--- config.mk ---
export PLATFORM = sky130hd
export DESIGN_NAME = sscr_regs
export DESIGN_NICKNAME = d
export VERILOG_FILES = /design/src/core/sscr_pkg.sv /design/src/core/sscr_pin_sync.sv /design/src/core/sscr_regs.sv
export SDC_FILE = /design/constraint.sdc
export NUM_CORES = 1
export LEC_CHECK = 0
export ABC_AREA = 1
export BUFFER_PORTS_ARGS = -buffer_cell sky130_fd_sc_hd__buf_2
export CORE_MARGIN = 5
export CORE_UTILIZATION = 57
export DETAILED_ROUTE_END_ITERATION = 8
export GPL_TIMING_DRIVEN = 1
export PLACE_DENSITY = 0.84
export SLEW_MARGIN = 30
export SYNTH_ARGS = -nofsm -noshare
export SYNTH_HDL_FRONTEND = slang
export SYNTH_HIERARCHICAL = 1
export SYNTH_SLANG_ARGS = --single-unit
--- constraint.sdc ---
create_clock -name core_clk -period 5.3 [get_ports core_clk]
set_input_delay 1.06 -clock core_clk [delete_from_list [all_inputs] [get_ports core_clk]]
set_output_delay 1.06 -clock core_clk [all_outputs]
set_load 0.01 [all_outputs]
--- src/core/sscr_pkg.sv ---
// Constants for the serial configuration register group and its sync controls.
// Assumes a 15-bit byte address space reached through a 4-wire serial port.
package sscr_pkg;
	// Frame layout: R/W flag, 15-bit address, then 8-bit data bytes
	localparam int unsigned HDR_BITS   = 16;
	localparam int unsigned BYTE_BITS  = 8;
	localparam logic [4:0]  HDR_LAST   = 5'h0F;
	localparam logic [4:0]  BYTE_LAST  = 5'h07;
	localparam int unsigned RW_BIT     = 15;

	// Byte addresses
	localparam logic [14:0] ADDR_CFG_A     = 15'h0000;
	localparam logic [14:0] ADDR_MAKER_LO  = 15'h000C;
	localparam logic [14:0] ADDR_MAKER_HI  = 15'h000D;
	localparam logic [14:0] ADDR_USER      = 15'h0010;
	localparam logic [14:0] ADDR_SYNC1     = 15'h0029;
	localparam logic [14:0] ADDR_SYNC2     = 15'h002A;
	localparam logic [14:0] ADDR_POS_B0    = 15'h002C;
	localparam logic [14:0] ADDR_POS_B1    = 15'h002D;
	localparam logic [14:0] ADDR_POS_B2    = 15'h002E;

	// Arbitrary value, not any real maker code
	localparam logic [15:0] MAKER_CODE     = 16'h5A3C;

	// Field positions
	localparam int unsigned CFG_SOFT_RST   = 7;
	localparam int unsigned CFG_ASCEND     = 5;
	localparam int unsigned CFG_SDO_ACT    = 4;
	localparam int unsigned USR_ADDR_HOLD  = 0;
	localparam int unsigned S1_PROC_EN     = 6;
	localparam int unsigned S1_RECV_EN     = 5;
	localparam int unsigned S1_FINE        = 4;
	localparam int unsigned S1_PICK_HI     = 3;
	localparam int unsigned S1_PICK_LO     = 0;
	localparam int unsigned S2_MARKER      = 3;
	localparam int unsigned S2_CLK_DC      = 2;
	localparam int unsigned S2_SYNC_DC     = 1;
	localparam int unsigned S2_FLIP        = 0;

	// Reset values and the config A read-only mask
	localparam logic [7:0]  CFG_A_RST      = 8'h20;
	localparam logic [7:0]  CFG_A_RO_MASK  = 8'h10;
	localparam logic [7:0]  USER_RST       = 8'h00;
	localparam logic [7:0]  SYNC1_RST      = 8'h00;
	localparam logic [7:0]  SYNC2_RST      = 8'h00;
endpackage

--- src/core/sscr_pin_sync.sv ---
// Three-stage synchroniser with agreement filter for a group of pins.
// Assumes pins are asynchronous to core_clk and change slower than 3 cycles.
`timescale 1ns/1ps
module sscr_pin_sync #(
	parameter int unsigned W = 4
) (
	input  wire logic         core_clk,
	input  wire logic         rst,
	input  wire logic [W-1:0] pin_in,
	output logic      [W-1:0] level,
	output logic      [W-1:0] rise,
	output logic      [W-1:0] fall
);
	typedef struct packed {
		logic [W-1:0] s1;
		logic [W-1:0] s2;
		logic [W-1:0] s3;
		logic [W-1:0] filt;
		logic [W-1:0] rise;
		logic [W-1:0] fall;
	} sscr_sync_state_type;

	sscr_sync_state_type state_ff;
	sscr_sync_state_type nxt_state;

	always_comb begin
		nxt_state = state_ff;
		nxt_state.s1 = pin_in;
		// First stage feeds only the second
		nxt_state.s2 = state_ff.s1;
		nxt_state.s3 = state_ff.s2;
		for (int i = 0; i < W; i++) begin
			// A change counts only once stages two and three agree
			if (state_ff.s2[i] == state_ff.s3[i]) begin
				nxt_state.filt[i] = state_ff.s3[i];
			end
		end
		nxt_state.rise = nxt_state.filt & ~state_ff.filt;
		nxt_state.fall = ~nxt_state.filt & state_ff.filt;
	end

	always_ff @(posedge core_clk) begin
		if (rst) begin
			state_ff <= '0;
		end else begin
			state_ff <= nxt_state;
		end
	end

	assign level = state_ff.filt;
	assign rise  = state_ff.rise;
	assign fall  = state_ff.fall;
endmodule

--- src/core/sscr_regs.sv ---
// Serial configuration port with maker word, user config and sync controls.
// Assumes a 4-wire serial port (mode 0) far slower than core_clk.
//
// Contract
// - Read-only 16-bit maker word, writes ignored
// - Address freeze holds streaming address constant
// - Freeze clear: step address by direction
// - Direction 1 increments, 0 decrements per byte
// - Processor enable bit gates sync events
// - Receiver enable bit switches receiver on
// - Four-bit field picks capture delay
// - Report 24-bit read-only capture position
// - Marker bit plus output enable routes sync
// - Clock input DC mode bit
// - Sync input DC mode bit
// - Polarity flip inverts sync reference
// - User and sync control registers reset to zero; config A resets to 0x20
`timescale 1ns/1ps
module sscr_regs (
	input  wire logic        core_clk,
	input  wire logic        rst,
	input  wire logic        spi_sclk,
	input  wire logic        spi_cs_n,
	input  wire logic        spi_sdi,
	output logic             spi_sdo,
	input  wire logic        sync_ref,
	input  wire logic        marker_output_enable,
	input  wire logic [23:0] capture_position_status,
	output logic             sync_receiver_enable,
	output logic             sync_processor_enable,
	output logic             window_fine_scale,
	output logic [3:0]       window_delay_pick,
	output logic             clock_input_dc_mode,
	output logic             sync_input_dc_mode,
	output logic             sync_event,
	output logic             sample_lsb_marker
);
	typedef struct packed {
		logic [7:0]  cfg_a;
		logic [7:0]  user_serial_cfg;
		logic [7:0]  sync_ctrl_first;
		logic [7:0]  sync_ctrl_second;
		logic [4:0]  cnt;
		logic        data_phase;
		logic        rd;
		logic [15:0] hdr;
		logic [7:0]  dsh;
		logic [7:0]  rsh;
		logic [14:0] addr;
		logic        sdo;
		logic        aligned_prev;
		logic        sync_event;
		logic        marker;
	} sscr_state_type;

	sscr_state_type state_ff;
	sscr_state_type nxt_state;

	logic [3:0] pin_level;
	logic [3:0] pin_rise;
	logic [3:0] pin_fall;
	logic       sclk_rise;
	logic       sclk_fall;
	logic       cs_active;
	logic       cs_start;
	logic       sdi_lvl;
	logic       sref_lvl;

	// Chip select enters inverted so a cleared synchroniser reads as idle
	sscr_pin_sync #(.W(4)) u_pin_sync (
		.core_clk (core_clk),
		.rst      (rst),
		.pin_in   ({sync_ref, spi_sdi, ~spi_cs_n, spi_sclk}),
		.level    (pin_level),
		.rise     (pin_rise),
		.fall     (pin_fall)
	);

	assign sclk_rise = pin_rise[0];
	assign sclk_fall = pin_fall[0];
	assign cs_active = pin_level[1];
	assign cs_start  = pin_rise[1];
	assign sdi_lvl   = pin_level[2];
	assign sref_lvl  = pin_level[3];

	function automatic logic [7:0] rd_byte(
		input logic [14:0] a,
		input logic [7:0]  cfg,
		input logic [7:0]  usr,
		input logic [7:0]  s1,
		input logic [7:0]  s2,
		input logic [23:0] pos
	);
		logic [7:0] r;
		r = 8'h00;
		case (a)
			sscr_pkg::ADDR_CFG_A:    r = cfg | sscr_pkg::CFG_A_RO_MASK;
			sscr_pkg::ADDR_MAKER_LO: r = sscr_pkg::MAKER_CODE[7:0];
			sscr_pkg::ADDR_MAKER_HI: r = sscr_pkg::MAKER_CODE[15:8];
			sscr_pkg::ADDR_USER:     r = usr;
			sscr_pkg::ADDR_SYNC1:    r = s1;
			sscr_pkg::ADDR_SYNC2:    r = s2;
			sscr_pkg::ADDR_POS_B0:   r = pos[7:0];
			sscr_pkg::ADDR_POS_B1:   r = pos[15:8];
			sscr_pkg::ADDR_POS_B2:   r = pos[23:16];
			default:                 r = 8'h00;
		endcase
		return r;
	endfunction

	always_comb begin
		logic [14:0] step_addr;
		logic [14:0] hdr_addr;
		logic [7:0]  wbyte;
		logic        aligned;
		step_addr = state_ff.addr;
		hdr_addr  = {state_ff.hdr[13:0], sdi_lvl};
		wbyte     = {state_ff.dsh[6:0], sdi_lvl};
		aligned   = 1'b0;
		nxt_state = state_ff;

		if (state_ff.user_serial_cfg[sscr_pkg::USR_ADDR_HOLD]) begin
			step_addr = state_ff.addr;
		end else if (state_ff.cfg_a[sscr_pkg::CFG_ASCEND]) begin
			step_addr = 15'(state_ff.addr + 15'h0001);
		end else begin
			step_addr = 15'(state_ff.addr - 15'h0001);
		end

		if (cs_start) begin
			nxt_state.cnt        = 5'h00;
			nxt_state.data_phase = 1'b0;
		end

		if (cs_active && sclk_rise) begin
			nxt_state.cnt = 5'(state_ff.cnt + 5'h01);
			if (!state_ff.data_phase) begin
				nxt_state.hdr = {state_ff.hdr[14:0], sdi_lvl};
				if (state_ff.cnt == sscr_pkg::HDR_LAST) begin
					nxt_state.cnt        = 5'h00;
					nxt_state.data_phase = 1'b1;
					nxt_state.rd         = state_ff.hdr[sscr_pkg::RW_BIT - 1];
					nxt_state.addr       = hdr_addr;
					nxt_state.rsh        = rd_byte(hdr_addr, state_ff.cfg_a,
						state_ff.user_serial_cfg, state_ff.sync_ctrl_first,
						state_ff.sync_ctrl_second, capture_position_status);
				end
			end else begin
				nxt_state.dsh = wbyte;
				if (state_ff.cnt == sscr_pkg::BYTE_LAST) begin
					nxt_state.cnt  = 5'h00;
					nxt_state.addr = step_addr;
					// Read data for the next streamed byte is fetched at the step
					nxt_state.rsh  = rd_byte(step_addr, state_ff.cfg_a,
						state_ff.user_serial_cfg, state_ff.sync_ctrl_first,
						state_ff.sync_ctrl_second, capture_position_status);
					if (!state_ff.rd) begin
						// Maker word and position bytes have no write path
						unique case (state_ff.addr)
							sscr_pkg::ADDR_CFG_A: begin
								nxt_state.cfg_a = wbyte & ~sscr_pkg::CFG_A_RO_MASK;
							end
							sscr_pkg::ADDR_USER:  nxt_state.user_serial_cfg  = wbyte;
							sscr_pkg::ADDR_SYNC1: nxt_state.sync_ctrl_first  = wbyte;
							sscr_pkg::ADDR_SYNC2: nxt_state.sync_ctrl_second = wbyte;
							default: begin
							end
						endcase
						// Soft reset is self-clearing; it restores every default
						if (state_ff.addr == sscr_pkg::ADDR_CFG_A
							&& wbyte[sscr_pkg::CFG_SOFT_RST]) begin
							nxt_state.cfg_a            = sscr_pkg::CFG_A_RST;
							nxt_state.user_serial_cfg  = sscr_pkg::USER_RST;
							nxt_state.sync_ctrl_first  = sscr_pkg::SYNC1_RST;
							nxt_state.sync_ctrl_second = sscr_pkg::SYNC2_RST;
						end
					end
				end
			end
		end

		if (!cs_active) begin
			nxt_state.sdo = 1'b0;
		end else if (sclk_fall && state_ff.data_phase) begin
			nxt_state.sdo = state_ff.rsh[7];
			nxt_state.rsh = {state_ff.rsh[6:0], 1'b0};
		end

		// Receiver off means the pin is ignored entirely
		if (state_ff.sync_ctrl_first[sscr_pkg::S1_RECV_EN]) begin
			aligned = sref_lvl ^ state_ff.sync_ctrl_second[sscr_pkg::S2_FLIP];
		end
		nxt_state.aligned_prev = aligned;
		nxt_state.sync_event   = aligned & ~state_ff.aligned_prev
			& state_ff.sync_ctrl_first[sscr_pkg::S1_PROC_EN];
		nxt_state.marker = aligned & marker_output_enable
			& state_ff.sync_ctrl_second[sscr_pkg::S2_MARKER];
	end

	always_ff @(posedge core_clk) begin
		if (rst) begin
			state_ff <= '{cfg_a: sscr_pkg::CFG_A_RST, default: '0};
		end else begin
			state_ff <= nxt_state;
		end
	end

	assign spi_sdo               = state_ff.sdo;
	assign sync_receiver_enable  = state_ff.sync_ctrl_first[sscr_pkg::S1_RECV_EN];
	assign sync_processor_enable = state_ff.sync_ctrl_first[sscr_pkg::S1_PROC_EN];
	assign window_fine_scale     = state_ff.sync_ctrl_first[sscr_pkg::S1_FINE];
	assign window_delay_pick     =
		state_ff.sync_ctrl_first[sscr_pkg::S1_PICK_HI:sscr_pkg::S1_PICK_LO];
	assign clock_input_dc_mode   = state_ff.sync_ctrl_second[sscr_pkg::S2_CLK_DC];
	assign sync_input_dc_mode    = state_ff.sync_ctrl_second[sscr_pkg::S2_SYNC_DC];
	assign sync_event            = state_ff.sync_event;
	assign sample_lsb_marker     = state_ff.marker;
endmodule

==> flow_results.org, run 1 <==
** Worst setup path
- Critical Path Source Type :: flip-flop
- Sequence of cells on the critical path :: inv_1, ha_1, nand2_1, nor2_1, nand3_1, nand3_1, nand2_1, nand3_1, nand2_1, nor2_1, nand2_1, nor2_2, buf_4, nand3b_1, inv_1, nand2_1, nand3_1, nand3_1, a21oi_1
- Counting both buffers and inverters, the worst setup path holds a total of 3.
- Data arrival time of the critical path :: 3.98 ns
- Critical path class :: reg2reg
- The cell family contributing the most delay on the critical path is simple AND/OR/NAND/NOR gates.
- Kind of end point of the critical path :: flip-flop
- Measured in cells, the most critical reg-to-reg path has a length of 19.
- Along the worst path, the maximum fanout reaches 18.
- The setup check on the worst reg-to-reg path leaves a slack of 1.61 ns.
- Among all stages on the critical path, the largest delay is contributed by ha_1.
- The worst register-to-register path ends at state_ff[25].
- Startpoint of the worst register-to-register path :: state_ff[87]
- Crit path required time :: 5.59 ns
- The largest single stage delay on the critical path is 0.50 ns.
- Worst path depth :: 19
- The most critical setup path has its startpoint at state_ff[87].
- Crit path capture :: state_ff[25]

** Global routing
- The first global-routing pass estimated 32.7 mm of wire.
- The via count of the first global-routing pass came to 6543.
- Total congestion overflow :: 0
- Combined global-route utilization of all metal layers :: 28.2%
- Entering global routing, the biggest net connects 41 pins.
- Number of antenna violations at the first check in global routing :: 0

** Placed design
- DPL Wire Length :: 14.9 mm
- Number of buffers inserted by port buffering :: 42
- The placed instances occupy a cell area of 7060 um^2.
- GP Congestion :: 1.02

** Power and ir drop
- Lkg Pwr :: 3.53 nW
- The design draws 1.52 mW.
- VDD sags by at most 263 uV.
- Power spread over the standard cell area amounts to 206 nW/um^2.

** Die
- Initial standard-cell utilization of the core :: 57.6%
- The floorplan has 40 rows.
- Die Wd :: 120 um
- Die ar. :: 14300 um^2
- Num ports :: 43
- Area of the core region :: 11900 um^2
- The die is 120 um tall.

** Timing
- Final hold violations :: 0
- Setup TNS :: 0 ns
- The number of max-slew violations in the final report came to 0.
- The final critical path takes up 69.6% of the cycle.
- Actual transition at the worst max-transition pin :: 1.05 ns
- Fin crit period :: 3.69 ns
- Setup violations remaining at the end of the flow were counted as 0.
- Setup repair after global routing missed its margin :: no
- Clock skew on the completed layout was measured at 0.0108 ns.
- Based on the critical path, the design can be clocked at up to 0.271 GHz.
- Worst slew slack as a fraction of its limit :: 29.2%

** Drt
- Summing over every cut layer, the via total after detailed routing is 7437.
- The detailed router finished its first iteration with 1229 violations.
- WL/cell :: 16.5 um
- Wires add up to 20.5 mm.
- Avg Vias per Cell :: 5.96
- Antenna Violating Nets Remaining :: 0
- In the routed design, unresolved DRC markers number 0.
- The first detailed-routing pass ran for 7 iterations.

** Layout
- Cells with a size suffix above 1 make up 9.63% of the layout.
- Summing all non-filler instances in the final layout gives an area of 7380 um^2.
- After the last flow step, the layout net total stands at 1144.
- Ant diodes :: 0
- Measured on the finished design, the core utilization comes to 62.0%.
- From synthesis to final layout, the design area changed by 7.57%.
- After filler insertion, the fill cell instance count of the layout stands at 1101.

** Synthesis
- Counting every net in the synthesized netlist gives 1129.
- Post-Syn Instances :: 1081
- The synthesized netlist occupies a cell area of 6860 um^2.
- A synthesized cell averages 6.35 um^2.
- Yosys printed 6 warnings.

** Status
- The run finished with clean final reports.

** Clocking
- Cells resized by post-CTS repair :: 0
- No sink is reached through more buffers than the 2 on the longest clock path.
- Clock tree synthesis selected as its root buffer the cell clkbuf_16.
- Total CTS buffers :: 9
- The number of hold buffers added after CTS was 0.
- TritonCTS built the clock tree.
- Setup fix buffers added after clock tree synthesis :: 0
- The clock tree synthesis step divided the H-tree into 3 levels.
- Latest clock arrival within the worst-skew pair :: 0.36 ns
- Clock net sink count :: 106
- Clock edge transition at the registers on the reported setup and hold paths :: 0.08 ns

** Worst hold path
- Start point of the worst hold path :: state_ff[2]
- The min-delay analysis places its worst path in the category reg2reg.

** Run
- Across the run, the number of max-cap violations was 0.
## how the worst min path moves through the flow
stage                            end  slack, ns  cells past startpoint
final                     sync_event       0.39                      1
after global routing      sync_event       0.41                      1
after CTS                 sync_event       0.39                      1
after detailed placement  sync_event       0.38                      1
after global placement    sync_event       0.38                      1
after floorplan           sync_event       0.37                      1
## metrics by stage
step | setup slack [ns] | cells | hold slack (ns)
after floorplan | 2.70 | 1081 | 0.373
after global placement | 1.82 | 1232 | 0.375
after detailed placement | 1.75 | 1232 | 0.379
after CTS | 1.73 | 1248 | 0.390
after global routing | 1.33 | 1248 | 0.408
final | 1.61 | 1248 | 0.386
## cells in the final DEF (no fill, tap or decap), drive strengths merged, types with 14 or more instances in the layout
cell type,n
nand2,242
nor2,141
inv,140
nand3,108
dfxtp,106
o21ai,93
a21oi,87
buf,50
nand4,26
a211oi,16
ha,16
nor3,14
## where the power goes
part	switching, mW	internal [mW]
logic	0.0267	0.0136
clock network	0.342	0.338
registers	0.00186	0.799
total	0.371	1.15
## worst reg2reg max path: stages, from the launching register on
cell and delay (ns):
dfxtp_1 0.41, inv_1 0.29, ha_1 0.51, nand2_1 0.15, nor2_1 0.16, nand3_1 0.12
nand3_1 0.08, nand2_1 0.05, nand3_1 0.14, nand2_1 0.11, nor2_1 0.11, nand2_1 0.07
nor2_2 0.39, buf_4 0.32, nand3b_1 0.17, inv_1 0.18, nand2_1 0.08, nand3_1 0.08
nand3_1 0.06, a21oi_1 0.14
## final cells by class
cell class	count	area, um^2	area share, %
Tap cell	147	184	2.49
Sequential cell	106	2120	28.8
Clock buffer	9	225	3.05
Multi-Input combinational cell	790	3970	53.8
Inverter	139	522	7.07
Clock inverter	7	85.1	1.15
Timing Repair Buffer	50	270	3.66
## registers in the layout (all words and copies together), names as in the netlist, 2 cells and up
signal	count
u_pin_sync/state_ff	4
state_ff	75
window_delay_pick	4
u_pin_sync/nxt_state	8
u_pin_sync/level	4
u_pin_sync/rise	2
## per-layer routing
layer  vias to the layer above  part of all wire (%)  wire [um]  GRT usage [%]
met2                       442                    42       8710           42.5
met1                      3347                    43       8760           39.4
li1                       3600                     -          -              -
met4                         0                   2.2        462           7.02
met3                        48                    13       2600           8.58
met5                         -                     0          0              0
No activity file was read; power rests on OpenSTA's default activity.
==> run 2: changes to the inputs <==
==> constraint.sdc (replaced) <==
create_clock -name core_clk -period 3.76 [get_ports core_clk]
set_input_delay 0.752 -clock core_clk [delete_from_list [all_inputs] [get_ports core_clk]]
set_output_delay 0.752 -clock core_clk [all_outputs]
set_load 0.01 [all_outputs]
==> run 2 against run 1 <==
Combinational power rose by 41%. Die area stayed put. Critical path depth stayed put. Clock power rose by 36%. Sequential power increased by 41%. Non-clock buffer count is 6 higher. Via count is 1.1% lower. Cell count up 0.48%. Worst hold slack improved by 0.0065 ns. Power rose by 39%. Flip-flop and latch count did not move. Critical path type unchanged.
==> flow_results.org, run 2 (same netlist as run 1, synthesis figures left out) <==
** Worst setup path
- Data arrives at the worst endpoint at 3.62 ns.
- The worst setup path is captured at a flip-flop.
- STA classifies the critical path startpoint as a flip-flop.
- The critical path is of the reg2reg type.
- Crit path required time :: 4.05 ns
- Largest fanout on the critical path :: 29

** Global routing
- For this run, the total global-route usage over all layers was measured as 28.0%.
- Entering global routing, the biggest net connects 63 pins.
- Number of antenna violations at the first check in global routing :: 0
- The first global-routing pass estimated 32.6 mm of wire.
- The via count of the first global-routing pass was 6491.
- Global routing finished with a remaining overflow of 0.

** Placed design
- Including well taps, the total number of placed cells is 1237.
- Before CTS, the worst setup slack after placement is 0.489 ns.
- Routability-driven placement finished with a final weighted congestion of 1.01.
- The placed instances occupy a cell area of 7090 um^2.
- Number of buffers inserted by port buffering :: 42
- The HPWL after detailed placement is 15.0 mm.

** Die
- For this design the top-level I/O count stands at 43.
- Area of the core region :: 11900 um^2
- Rows :: 40
- Initial standard-cell utilization of the core :: 57.6%
- The die is 120 um wide.
- The die is 120 um tall.
- The die covers 14300 um^2.

** Layout
- End-of-flow core utilization :: 62.0%
- From synthesis to final layout, the design area changed by 7.60%.
- 0 antenna diodes ended up in the layout.
- Share of layout cells above drive strength 1 :: 9.76%
- After routing the design area is 7380 um^2.
- The library cell used most frequently in the layout, excluding fill and tap cells, is nand2_1.
- Fill cells in the final layout number 1130.
- After the flow finishes, the layout carries non-filler instances totaling 1254.
- Net count, final :: 1150
- Number of flip-flops under the largest register name :: 75
- In the layout the commonest cells are nand2_1 (235), inv_1 (131), nor2_1 (129).
- More flip-flops sit in one register than any other, and that register is state_ff.

** Power and ir drop
- Sequential cells burn 53.6% of the power.
- For this design the total switching power over the nets is 0.497 mW.
- Areal power density over the cells :: 286 nW/um^2
- Net switching is 23.6% of the power.
- The completed layout was analyzed and its total power is 2.11 mW.
- The clock network accounts for 43.7% of the total power.
- The analysis attributes to cell leakage a power of 3.54 nW.
- VDD sags by at most 377 uV.
- Cell internal power was estimated by the tool at 1.61 mW.
- Combinational power share :: 2.7%

** Clocking
- CTS placed an instance of clkbuf_16 at the clock tree root.
- Once the clock tree was built, the resizer swapped 0 gates to a different size.
- CTS H-Tree Depth :: 3
- The clock drives 106 sinks.
- Setup fix buffers added after clock tree synthesis :: 0
- Total CTS buffers :: 9
- After clock tree synthesis, the clock-pin slew on the worst setup and hold paths is 0.07 ns.
- TritonCTS built the clock tree.
- The clock reaches the later pin of the worst-skew pair after 0.36 ns.
- For this design, the CTS-stage hold fixing added 0 buffers.
- Largest buffer count on any clock path :: 2

** Timing
- The number of max-slew violations in the final report came to 0.
- Highest attainable clock frequency :: 0.300 GHz
- After layout, the worst setup slack is 0.424 ns.
- Between clock sinks in the finished design, the worst skew comes to 0.00710 ns.
- Final hold violations :: 0
- Finish-stage setup viols :: 0
- Post-route clock period utilization :: 88.7%
- Fin crit period :: 3.34 ns
- Measured against its own limit, the worst slew margin works out to 46.2%.
- Across all hold checks on the routed design, the worst slack comes to 0.393 ns.
- At the pin with the least slew margin, the transition time is 0.801 ns.
- Setup repair after global routing missed its margin :: no
- After routing, the total negative slack on setup checks comes to 0 ns.

** Drt
- Avg Vias per Cell :: 5.87
- The detailed router put a total of 8.78 mm of wire on met1.
- The detail route stage leaves a number of antenna-violating nets equal to 0.
- Total via count after detailed routing :: 7358
- For this block, the routed nets add up to 20.3 mm of wire.
- In the detailed route, the total length drawn on met3 is 2.60 mm.
- Wire length on met2 :: 8.56 mm
- DRC violation total after the first TritonRoute iteration :: 1133
- Pre-Repair DR Iteration Count :: 6
- Dividing the detail-routed wire length by the instance count gives 16.2 um.
- For this run, design rule violations remaining after detail routing come to 0.
- Top layer in use :: met4

** Worst hold path
- Type of the tightest min-delay check :: reg2reg

** Run
- Max-cap violations in this run came to 0.

** Status
- Status :: completed
==> run 2: cell types whose count changed in the layout (fill, tap and decap cells not counted), sizes merged <==
cell / previous run / this run
clkinv: 5 / 2
inv: 140 / 141
clkbuf: 9 / 10
clkinvlp: 1 / 2
buf: 50 / 56
==> run 2: worst max-delay path, cell delays in order, from the launching register on <==
cell and delay (ns):
dfxtp_1 0.35, inv_1 0.43, ha_1 0.40, or2_1 0.28, nand3_2 0.09, nand2_2 0.07, nand2_2 0.08, nand3_1 0.07
nand3_1 0.10, nand2_1 0.08, nor2_1 0.11, nand2_1 0.07, nor2_2 0.09, buf_4 0.29, nand3b_1 0.20, nand2_1 0.09
nor2_1 0.05, nand2_2 0.16, nand3_1 0.11, a21oi_1 0.14
==> run 2: routing by layer <==
| layer | up-vias | global-route usage [%] |
|---|---|---|
| li1 | 3616 | - |
| met4 | 0 | 8.23 |
| met5 | - | 0 |
| met3 | 47 | 7.87 |
| met1 | 3269 | 39.7 |
| met2 | 426 | 41.4 |
==> run 2: final timing paths <==
check | startpoint | end | slack [ns] | depth (start not counted)
worst max-delay path | state_ff[87] | state_ff[26] | 0.42 | 19
worst min register to register | state_ff[2] | sync_event | 0.39 | 1
worst min-delay path | state_ff[2] | sync_event | 0.39 | 1
worst max register to register | state_ff[87] | state_ff[26] | 0.42 | 19
==> run 2: power by group through the flow <==
stage / registers [mW] / clock network, mW / logic (mW)
2_1_floorplan: 1.16 / 0 / 0.0275
3_3_place_gp: 1.16 / 0 / 0.0551
3_5_place_dp: 1.16 / 0 / 0.0551
4_1_cts: 1.13 / 0.931 / 0.0554
5_1_grt: 1.13 / 0.976 / 0.0629
6_report: 1.13 / 0.922 / 0.0568
==> run 2: cell type report <==
class / count / area [um^2] / share of cell area [%]
clock buffers: 10 / 229 / 3.10
clock inverters: 6 / 55.1 / 0.746
inverters: 139 / 522 / 7.07
multi-input cells: 790 / 3960 / 53.6
flip-flops and latches: 106 / 2120 / 28.7
well taps: 147 / 184 / 2.49
repair buffers: 56 / 315 / 4.27
